<file path="config.mk">
export PLATFORM = sky130hd
export DESIGN_NAME = iop_port
export DESIGN_NICKNAME = d
export VERILOG_FILES = /design/src/iop_pkg.sv /design/src/iop_edge_det.sv /design/src/iop_port.sv
export SDC_FILE = /design/constraint.sdc
export NUM_CORES = 1
export LEC_CHECK = 0
export BUFFER_PORTS_ARGS = -buffer_cell sky130_fd_sc_hd__clkbuf_2
export CORE_MARGIN = 2
export CORE_UTILIZATION = 51
export CTS_BUF_LIST = sky130_fd_sc_hd__clkbuf_16
export DETAILED_ROUTE_END_ITERATION = 10
export PLACE_DENSITY = 0.76
export REMOVE_ABC_BUFFERS = 1
export SYNTH_ARGS = -nofsm -noshare
export SYNTH_HDL_FRONTEND = slang
export SYNTH_HIERARCHICAL = 1
export SYNTH_SLANG_ARGS = --single-unit
</file>
<file path="constraint.sdc">
create_clock -name sys_clk -period 1.65 [get_ports sys_clk]
set_input_delay 0.0825 -clock sys_clk [delete_from_list [all_inputs] [get_ports sys_clk]]
set_output_delay 0.0825 -clock sys_clk [all_outputs]
set_load 0.05 [all_outputs]
</file>
<file path="src/iop_pkg.sv">
/*
  constants, register map and state codes for the i/o port control block.
  assumes one 8-pin port, an 8-bit register port on sys_clk, and an
  nvm reader that answers a read request on the same clock.
*/
// Behaviour
// - pins sit in high-z analog during reset
// - per-port drive choice of pull-up or pull-down
// - reset config copied from nvm at release
// - pin outputs held in low-power modes
// - pin interrupt detection runs in low power
// - one threshold shared by the special pin pair
// - pair threshold may come from analog global
// - hysteresis enable for special pin input buffer
// - every pin reachable by boundary scan
// - per-pin rise, fall, both or none detection
// - event sets status bit and raises request
package iop_pkg;

  localparam int PINS = 8;
  localparam int AW = 4;
  localparam int DW = 8;

  // register byte addresses
  localparam logic [3:0] ADDR_OUT = 4'h0;
  localparam logic [3:0] ADDR_DM_LO = 4'h1;
  localparam logic [3:0] ADDR_DM_HI = 4'h2;
  localparam logic [3:0] ADDR_IN = 4'h3;
  localparam logic [3:0] ADDR_IM_LO = 4'h4;
  localparam logic [3:0] ADDR_IM_HI = 4'h5;
  localparam logic [3:0] ADDR_STAT = 4'h6;
  localparam logic [3:0] ADDR_MASK = 4'h7;
  localparam logic [3:0] ADDR_PAIR_REF = 4'h8;
  localparam logic [3:0] ADDR_RCFG = 4'h9;

  // pair reference control field positions
  localparam int PAIR_THR_LSB = 0;
  localparam int PAIR_HYST_BIT = 2;
  localparam int PAIR_AGL_BIT = 3;

  // pin drive modes, two bits per pin
  localparam logic [1:0] DM_HIZ_ANALOG = 2'h0;
  localparam logic [1:0] DM_PULL_UP = 2'h1;
  localparam logic [1:0] DM_PULL_DOWN = 2'h2;
  localparam logic [1:0] DM_STRONG = 2'h3;

  // pin interrupt modes, two bits per pin
  localparam logic [1:0] IM_NONE = 2'h0;
  localparam logic [1:0] IM_RISE = 2'h1;
  localparam logic [1:0] IM_FALL = 2'h2;
  localparam logic [1:0] IM_BOTH = 2'h3;

  // values after reset
  localparam logic [7:0] RST_BYTE = 8'h00;
  localparam logic [15:0] RST_DM = 16'h0000;
  localparam logic [1:0] RST_CFG = 2'h0;
  localparam logic [3:0] RST_PAIR_REF = 4'h0;

  // reset configuration loader states
  typedef enum logic [2:0] {
    LD_REQ = 3'b001,
    LD_WAIT = 3'b010,
    LD_DONE = 3'b100
  } iop_ld_e;

endpackage

</file>
<file path="src/iop_edge_det.sv">
/*
  per-pin edge detector for the port interrupt unit.
  assumes its level input is already synchronised to sys_clk.
*/
module iop_edge_det (
  // clock and reset
  input wire logic sys_clk,
  input wire logic rst_n,
  // level and mode
  input wire logic level,
  input wire logic [1:0] mode,
  // detected event
  output logic event_p
);

  logic prev_r;
  logic rise;
  logic fall;

  // previous level, kept running in every power mode
  always_ff @(posedge sys_clk or negedge rst_n) begin
    if (!rst_n) begin
      prev_r <= 1'b0;
    end else begin
      prev_r <= level;
    end
  end

  assign rise = level & ~prev_r;
  assign fall = ~level & prev_r;

  // mode select of the event
  always_comb begin
    unique case (mode)
      iop_pkg::IM_NONE: event_p = 1'b0;
      iop_pkg::IM_RISE: event_p = rise;
      iop_pkg::IM_FALL: event_p = fall;
      iop_pkg::IM_BOTH: event_p = rise | fall;
    endcase
  end

endmodule // iop_edge_det

</file>
<file path="src/iop_port.sv">
/*
  i/o port control: drive modes, reset configuration load, pin
  interrupts, special pin pair threshold and boundary scan reach.
  assumes the tap logic and nvm reader run on sys_clk; pin inputs
  arrive asynchronously and are synchronised here.
*/
module iop_port (
  // clock and reset
  input wire logic sys_clk,
  input wire logic rst_n,

  // register port
  input wire logic [3:0] reg_addr,
  input wire logic [7:0] reg_wdata,
  input wire logic reg_wr,
  input wire logic reg_rd,
  output logic [7:0] reg_rdata,

  // nonvolatile reset configuration
  output logic nvm_rd_req,
  input wire logic nvm_rd_valid,
  input wire logic [1:0] nvm_rd_data,

  // power state
  input wire logic lp_mode,

  // pins
  input wire logic [7:0] pin_in,
  output logic [7:0] pin_out,
  output logic [7:0] pin_oe,
  output logic [7:0] pin_pu_en,
  output logic [7:0] pin_pd_en,
  output logic [7:0] pin_analog,

  // boundary scan
  input wire logic bsr_extest,
  input wire logic [7:0] bsr_out,
  input wire logic [7:0] bsr_oe,
  output logic [7:0] bsr_capture,

  // special pin pair reference
  output logic [1:0] pair_thr_sel,
  output logic pair_ref_agl,
  output logic pair_hyst_en,

  // interrupt and wake
  output logic irq,
  output logic wake_req
);

  // register state
  logic [7:0] out_r;
  logic [15:0] dm_r;
  logic [15:0] im_r;
  logic [7:0] stat_r;
  logic [7:0] mask_r;
  logic [3:0] pair_ref_r;
  logic [1:0] rcfg_r;
  logic [7:0] rdata_r;
  logic irq_r;
  logic wake_r;
  logic nvm_req_r;
  iop_pkg::iop_ld_e ld_r;
  iop_pkg::iop_ld_e ld_nxt;

  // pin path state
  logic [7:0] sync1_r;
  logic [7:0] sync2_r;
  logic [7:0] cap_r;
  logic [7:0] pout_r;
  logic [7:0] poe_r;
  logic [7:0] ppu_r;
  logic [7:0] ppd_r;
  logic [7:0] pana_r;

  // decoded strobes
  logic wr_ok;
  logic loaded;
  logic ld_fire;
  logic [7:0] evt;
  logic [7:0] stat_nxt;
  logic [15:0] dm_fill;

  // writes that change pin state are held off in low power
  assign wr_ok = reg_wr & ~lp_mode;
  assign loaded = (ld_r == iop_pkg::LD_DONE);
  assign ld_fire = (ld_r == iop_pkg::LD_WAIT) & nvm_rd_valid;

  // every pin of the port takes the loaded config
  assign dm_fill = {iop_pkg::PINS{nvm_rd_data}};

  // two-flop synchroniser for the pin levels
  always_ff @(posedge sys_clk or negedge rst_n) begin
    if (!rst_n) begin
      sync1_r <= iop_pkg::RST_BYTE;
      sync2_r <= iop_pkg::RST_BYTE;
    end else begin
      sync1_r <= pin_in;
      sync2_r <= sync1_r;
    end
  end

  // reset configuration loader, next state
  always_comb begin
    ld_nxt = ld_r;
    unique case (ld_r)
      iop_pkg::LD_REQ: ld_nxt = iop_pkg::LD_WAIT;
      iop_pkg::LD_WAIT: begin
        if (nvm_rd_valid) begin
          ld_nxt = iop_pkg::LD_DONE;
        end
      end
      iop_pkg::LD_DONE: ld_nxt = iop_pkg::LD_DONE;
      default: ld_nxt = iop_pkg::LD_REQ;
    endcase
  end

  // loader state, starts by itself at reset release
  always_ff @(posedge sys_clk or negedge rst_n) begin
    if (!rst_n) begin
      ld_r <= iop_pkg::LD_REQ;
    end else begin
      ld_r <= ld_nxt;
    end
  end

  // read request stands until the nvm answers
  always_ff @(posedge sys_clk or negedge rst_n) begin
    if (!rst_n) begin
      nvm_req_r <= 1'b0;
    end else begin
      nvm_req_r <= (ld_nxt == iop_pkg::LD_WAIT);
    end
  end

  // loaded reset configuration copy
  always_ff @(posedge sys_clk or negedge rst_n) begin
    if (!rst_n) begin
      rcfg_r <= iop_pkg::RST_CFG;
    end else if (ld_fire) begin
      rcfg_r <= nvm_rd_data;
    end
  end

  // output data register
  always_ff @(posedge sys_clk or negedge rst_n) begin
    if (!rst_n) begin
      out_r <= iop_pkg::RST_BYTE;
    end else if (wr_ok && reg_addr == iop_pkg::ADDR_OUT) begin
      out_r <= reg_wdata;
    end
  end

  // drive modes: load fills, a software write wins over it
  always_ff @(posedge sys_clk or negedge rst_n) begin
    if (!rst_n) begin
      dm_r <= iop_pkg::RST_DM;
    end else begin
      if (ld_fire) begin
        dm_r <= dm_fill;
      end
      if (wr_ok && reg_addr == iop_pkg::ADDR_DM_LO) begin
        dm_r[7:0] <= reg_wdata;
      end
      if (wr_ok && reg_addr == iop_pkg::ADDR_DM_HI) begin
        dm_r[15:8] <= reg_wdata;
      end
    end
  end

  // interrupt mode registers
  always_ff @(posedge sys_clk or negedge rst_n) begin
    if (!rst_n) begin
      im_r <= iop_pkg::RST_DM;
    end else begin
      if (reg_wr && reg_addr == iop_pkg::ADDR_IM_LO) begin
        im_r[7:0] <= reg_wdata;
      end
      if (reg_wr && reg_addr == iop_pkg::ADDR_IM_HI) begin
        im_r[15:8] <= reg_wdata;
      end
    end
  end

  // interrupt mask register
  always_ff @(posedge sys_clk or negedge rst_n) begin
    if (!rst_n) begin
      mask_r <= iop_pkg::RST_BYTE;
    end else if (reg_wr && reg_addr == iop_pkg::ADDR_MASK) begin
      mask_r <= reg_wdata;
    end
  end

  // shared reference control of the special pin pair
  always_ff @(posedge sys_clk or negedge rst_n) begin
    if (!rst_n) begin
      pair_ref_r <= iop_pkg::RST_PAIR_REF;
    end else if (reg_wr && reg_addr == iop_pkg::ADDR_PAIR_REF) begin
      pair_ref_r <= reg_wdata[3:0];
    end
  end

  // per-pin edge detection
  genvar gi;
  generate
    for (gi = 0; gi < iop_pkg::PINS; gi++) begin : g_pin
      iop_edge_det u_edge (
        .sys_clk(sys_clk),
        .rst_n(rst_n),
        .level(sync2_r[gi]),
        .mode(im_r[2*gi+1 -: 2]),
        .event_p(evt[gi])
      );

      // registered pin drive decode
      always_ff @(posedge sys_clk or negedge rst_n) begin
        if (!rst_n) begin
          pout_r[gi] <= 1'b0;
          poe_r[gi] <= 1'b0;
          ppu_r[gi] <= 1'b0;
          ppd_r[gi] <= 1'b0;
          pana_r[gi] <= 1'b1;
        end else if (bsr_extest) begin
          pout_r[gi] <= bsr_out[gi];
          poe_r[gi] <= bsr_oe[gi];
          ppu_r[gi] <= 1'b0;
          ppd_r[gi] <= 1'b0;
          pana_r[gi] <= 1'b0;
        end else if (!loaded) begin
          pout_r[gi] <= 1'b0;
          poe_r[gi] <= 1'b0;
          ppu_r[gi] <= 1'b0;
          ppd_r[gi] <= 1'b0;
          pana_r[gi] <= 1'b1;
        end else begin
          pout_r[gi] <= out_r[gi];
          pana_r[gi] <= 1'b0;
          unique case (dm_r[2*gi+1 -: 2])
            iop_pkg::DM_HIZ_ANALOG: begin
              poe_r[gi] <= 1'b0;
              ppu_r[gi] <= 1'b0;
              ppd_r[gi] <= 1'b0;
              pana_r[gi] <= 1'b1;
            end
            iop_pkg::DM_PULL_UP: begin
              poe_r[gi] <= ~out_r[gi];
              ppu_r[gi] <= out_r[gi];
              ppd_r[gi] <= 1'b0;
            end
            iop_pkg::DM_PULL_DOWN: begin
              poe_r[gi] <= out_r[gi];
              ppu_r[gi] <= 1'b0;
              ppd_r[gi] <= ~out_r[gi];
            end
            iop_pkg::DM_STRONG: begin
              poe_r[gi] <= 1'b1;
              ppu_r[gi] <= 1'b0;
              ppd_r[gi] <= 1'b0;
            end
          endcase
        end
      end
    end
  endgenerate

  // sticky status: a new event wins over a write-one clear
  always_comb begin
    stat_nxt = stat_r;
    if (reg_wr && reg_addr == iop_pkg::ADDR_STAT) begin
      stat_nxt = stat_r & ~reg_wdata;
    end
    stat_nxt = stat_nxt | evt;
  end

  // status register, clocked in every power mode
  always_ff @(posedge sys_clk or negedge rst_n) begin
    if (!rst_n) begin
      stat_r <= iop_pkg::RST_BYTE;
    end else begin
      stat_r <= stat_nxt;
    end
  end

  // request to the interrupt controller and wake line
  always_ff @(posedge sys_clk or negedge rst_n) begin
    if (!rst_n) begin
      irq_r <= 1'b0;
      wake_r <= 1'b0;
    end else begin
      irq_r <= |(stat_nxt & mask_r);
      wake_r <= lp_mode & |(stat_nxt & mask_r);
    end
  end

  // boundary scan capture of the pin levels
  always_ff @(posedge sys_clk or negedge rst_n) begin
    if (!rst_n) begin
      cap_r <= iop_pkg::RST_BYTE;
    end else begin
      cap_r <= sync2_r;
    end
  end

  // read data, valid the cycle after the strobe only
  always_ff @(posedge sys_clk or negedge rst_n) begin
    if (!rst_n) begin
      rdata_r <= iop_pkg::RST_BYTE;
    end else if (reg_rd) begin
      unique case (reg_addr)
        iop_pkg::ADDR_OUT: rdata_r <= out_r;
        iop_pkg::ADDR_DM_LO: rdata_r <= dm_r[7:0];
        iop_pkg::ADDR_DM_HI: rdata_r <= dm_r[15:8];
        iop_pkg::ADDR_IN: rdata_r <= sync2_r;
        iop_pkg::ADDR_IM_LO: rdata_r <= im_r[7:0];
        iop_pkg::ADDR_IM_HI: rdata_r <= im_r[15:8];
        iop_pkg::ADDR_STAT: rdata_r <= stat_r;
        iop_pkg::ADDR_MASK: rdata_r <= mask_r;
        iop_pkg::ADDR_PAIR_REF: rdata_r <= {4'h0, pair_ref_r};
        iop_pkg::ADDR_RCFG: rdata_r <= {5'h00, loaded, rcfg_r};
        default: rdata_r <= iop_pkg::RST_BYTE;
      endcase
    end else begin
      rdata_r <= iop_pkg::RST_BYTE;
    end
  end

  // outputs straight from flops
  assign reg_rdata = rdata_r;
  assign nvm_rd_req = nvm_req_r;
  assign pin_out = pout_r;
  assign pin_oe = poe_r;
  assign pin_pu_en = ppu_r;
  assign pin_pd_en = ppd_r;
  assign pin_analog = pana_r;
  assign bsr_capture = cap_r;

  // one threshold for both pins of the pair
  assign pair_thr_sel = pair_ref_r[iop_pkg::PAIR_THR_LSB +: 2];
  assign pair_ref_agl = pair_ref_r[iop_pkg::PAIR_AGL_BIT];
  assign pair_hyst_en = pair_ref_r[iop_pkg::PAIR_HYST_BIT];
  assign irq = irq_r;
  assign wake_req = wake_r;

endmodule // iop_port

</file>
==> results.yml <==
timing:
  clock_skew_ns: 0.00821
  tightest_slew_ns: 0.553
  slew_violations: 0
  timing.final.crit_share_pct: 104
  setup_viol: 2
  max_slew_margin_pct: 63.0
  grt_setup_unrepaired: "true"
  period_minus_slack_ns: 1.72
  max_freq_mhz: 582
  layout_setup_ws_ns: -0.0695
  hold_viol_final: 0
placement:
  dpl_worst_slack_ns: -0.122
  post-place-cells: 880
  port_buffers: 107
  place_congestion: 0.917
  place_area_mm2: 0.00771
  hpwlAfterDp_um: 11500
routing:
  drt-pass1-iter-count: 5
  vias: 5188
  drtIter0Drc: 546
  ant_nets: 0
  wire_per_inst_um: 17.5
  routed_wl_um: 16700
  routed_via_density: 5.43
  drc: 0
synth:
  synth_seq_cells: 148
  ys.flop_type: "dfrtp_1"
  synth_warnings: 6
  netlist_instances: 591
  synth_cell_type_count: 52
  yosysTopAreaCell: "dfrtp_1"
  synth_common_cells: "139 x dfrtp_1, 56 x nand2_1, 52 x nor2_1, 36 x mux2i_1, 35 x mux2_2"
  avgSynthCellArea_um2: 11.5
  syn_area_mm2: 0.00677
  synth_top_area_share_pct: 51.4
  ys_top_cells_by_area: "dfrtp_1 51%, mux2_2 5.8%, mux2i_1 5.3%, dfstp_2 3.5%, nand2_1 3.1%"
  yosysMostFrequentCell: "dfrtp_1"
  ys_seq_area_share_pct: 54.9
  synth-edff-count: 0
  async_reset_ff_share_pct: 100
floorplanning:
  core_area_mm2: 0.0131
  die_h_um: 119
  rows: 42
  die_w_um: 119
  die-area_mm2: 0.0142
  num_io_pins: 108
  initial_core_util_pct: 51.7
global_route:
  grtUsageTotal_pct: 24.4
  antenna_found_initial: 0
  grt_pass1_wl_um: 26500
  grt_max_degree: 57
  grt_overflow: 0
  grt_pass1_vias: 5099
worst_setup_path:
  reg2reg_slack_ns: -0.07
  slowest_delay_ns: 0.40
  crit_chain: "inv_1 -> ha_1 -> nor2b_1 -> o21ai_1 -> o21ai_2 -> o21ai_1 -> a41oi_2 -> nor2_2 -> a41oi_2"
  r2r_cells: 9
  cp_max_fo: 4
  cp.arrival_ns: 2.02
  cp-end-kind: "flop"
  worst-path-buf-inv: 1
  rr_startpoint: "sync2_r[5]$_DFF_PN0_"
  critical_path_class: "reg2reg"
  reg2reg_to: "wake_req$_DFF_PN0_"
  crit_required_ns: 1.95
  startpoint_type: "flop"
  critical-path-top-delay-family: "compound AO/OA/AOI/OAI gates"
  cpMaxStageDelayCell: "dfrtp_1"
hold_path:
  worstHoldEndpoint: "dm_r[14]$_DFFE_PN0P_"
  holdPathStages: 3
  hold_class: "in2reg"
  worstHoldStart: "reg_wdata[6]"
finish:
  fin_area_mm2: 0.00886
  diodes: 0
  nets: 827
  drive_gt1_share_pct: 36.1
  area_growth_pct: 30.8
  stdcell_count: 955
  top_regs: "dm_r: 16 flops, im_r: 16 flops"
  fin_util_pct: 67.7
power:
  ir_drop_uv: 739
  p_per_area_mw_per_mm2: 1370
  p_leak_uw: 0.00409
  total_power_uw: 12100
outcome:
  violations: "negative setup slack"
  outcome: "finished with violations"
clocking:
  cts_tree: "built"
  cts_made_buffers: 17
  htreeDepth: 4
  clk_latency_ns: 0.43
  clockRootBuffer: "clkbuf_16"
  clk_pin_slew_ns: 0.06
  clock_path_buffers: 2
  cts.sinks: 148
job:
  cap_violations: 0
[power breakdown]
group	internal [uW]	switching [uW]	total, uW
clock network	2660	1490	4150
logic	1260	1580	2840
registers	4290	810	5100
[through the flow]
stage | hold WS, ns | TNS, ns
after floorplan | -0.213 | 0
after global placement | 0.0649 | -0.0239
after detailed placement | 0.0680 | -0.122
after CTS | 0.0219 | -0.0444
after global routing | 0.0511 | -0.267
final | 0.0303 | -0.113
[worst register-to-register path, delay by kind of cell (launching register included)]
kind                       cells  cell delay, ns
AOI/OAI and AO/OA              5            0.67
adders and majority gates      1            0.27
buffers and inverters          1            0.06
DFF                            1            0.40
and+or+nand+nor                2            0.19
[cell usage in the layout (no fill, tap or decap), types with 14 or more instances in the layout]
cell	instances
dfrtp_1	139
clkbuf_2	106
nand2_1	56
nor2_1	49
buf_4	46
mux2i_1	36
mux2_2	35
dlygate4sd3_1	29
inv_1	27
a21oi_1	23
nor2b_1	21
clkbuf_16	17
ha_1	14
[metal layers]
metal / global-route usage (%) / wire length [um] / vias to the layer above / part of all wire (%)
met4: 10.4 / 399 / 0 / 2.4
met2: 39.3 / 8300 / 166 / 50
li1: - / - / 2415 / -
met5: 0 / 0 / - / 0
met3: 5.17 / 835 / 27 / 5.0
met1: 32.0 / 7160 / 2580 / 43
[cells by family after synthesis]
kind of cell	Yosys count	share of synthesized area (%)
buffers and inverters	60	4.34
multiplexers	84	14.6
XOR/XNOR	1	0.129
flip-flops	148	54.9
AND/OR/NAND/NOR	177	13.4
adder cells (fa/ha/maj)	16	2.96
AO/OA/AOI/OAI	105	9.76
[worst max path at each step]
| stage | cells after the start | startpoint | to |
|---|---|---|---|
| 2_1_floorplan | 3 | ld_r[2]$_DFF_PN0_ | pin_pd_en[3]$_DFF_PN0_ |
| 3_3_place_gp | 9 | sync2_r[4]$_DFF_PN0_ | wake_req$_DFF_PN0_ |
| 3_5_place_dp | 9 | sync2_r[2]$_DFF_PN0_ | wake_req$_DFF_PN0_ |
| 5_1_grt | 9 | sync2_r[6]$_DFF_PN0_ | wake_req$_DFF_PN0_ |
| 4_1_cts | 9 | sync2_r[7]$_DFF_PN0_ | wake_req$_DFF_PN0_ |
| 6_report | 9 | sync2_r[5]$_DFF_PN0_ | wake_req$_DFF_PN0_ |
[cell type report]
class / count / area [um^2]
repair buffers: 189 / 1310
flip-flops and latches: 148 / 3710
inverters: 27 / 101
clock buffers: 17 / 425
multi-input cells: 383 / 2870
fillers: 932 / 4230
well taps: 176 / 220
clock inverters: 15 / 215
[what timing repair did]
action / in CTS / in global routing
resized for setup: 10 / 23
buffers inserted: 10 / 4
pin swaps: 4 / 13
endpoints found under the hold margin: 81 / 0
hold buffers: 29 / 0
endpoints found under the setup margin: 1 / 3
Power figures use the tool's default switching activity.
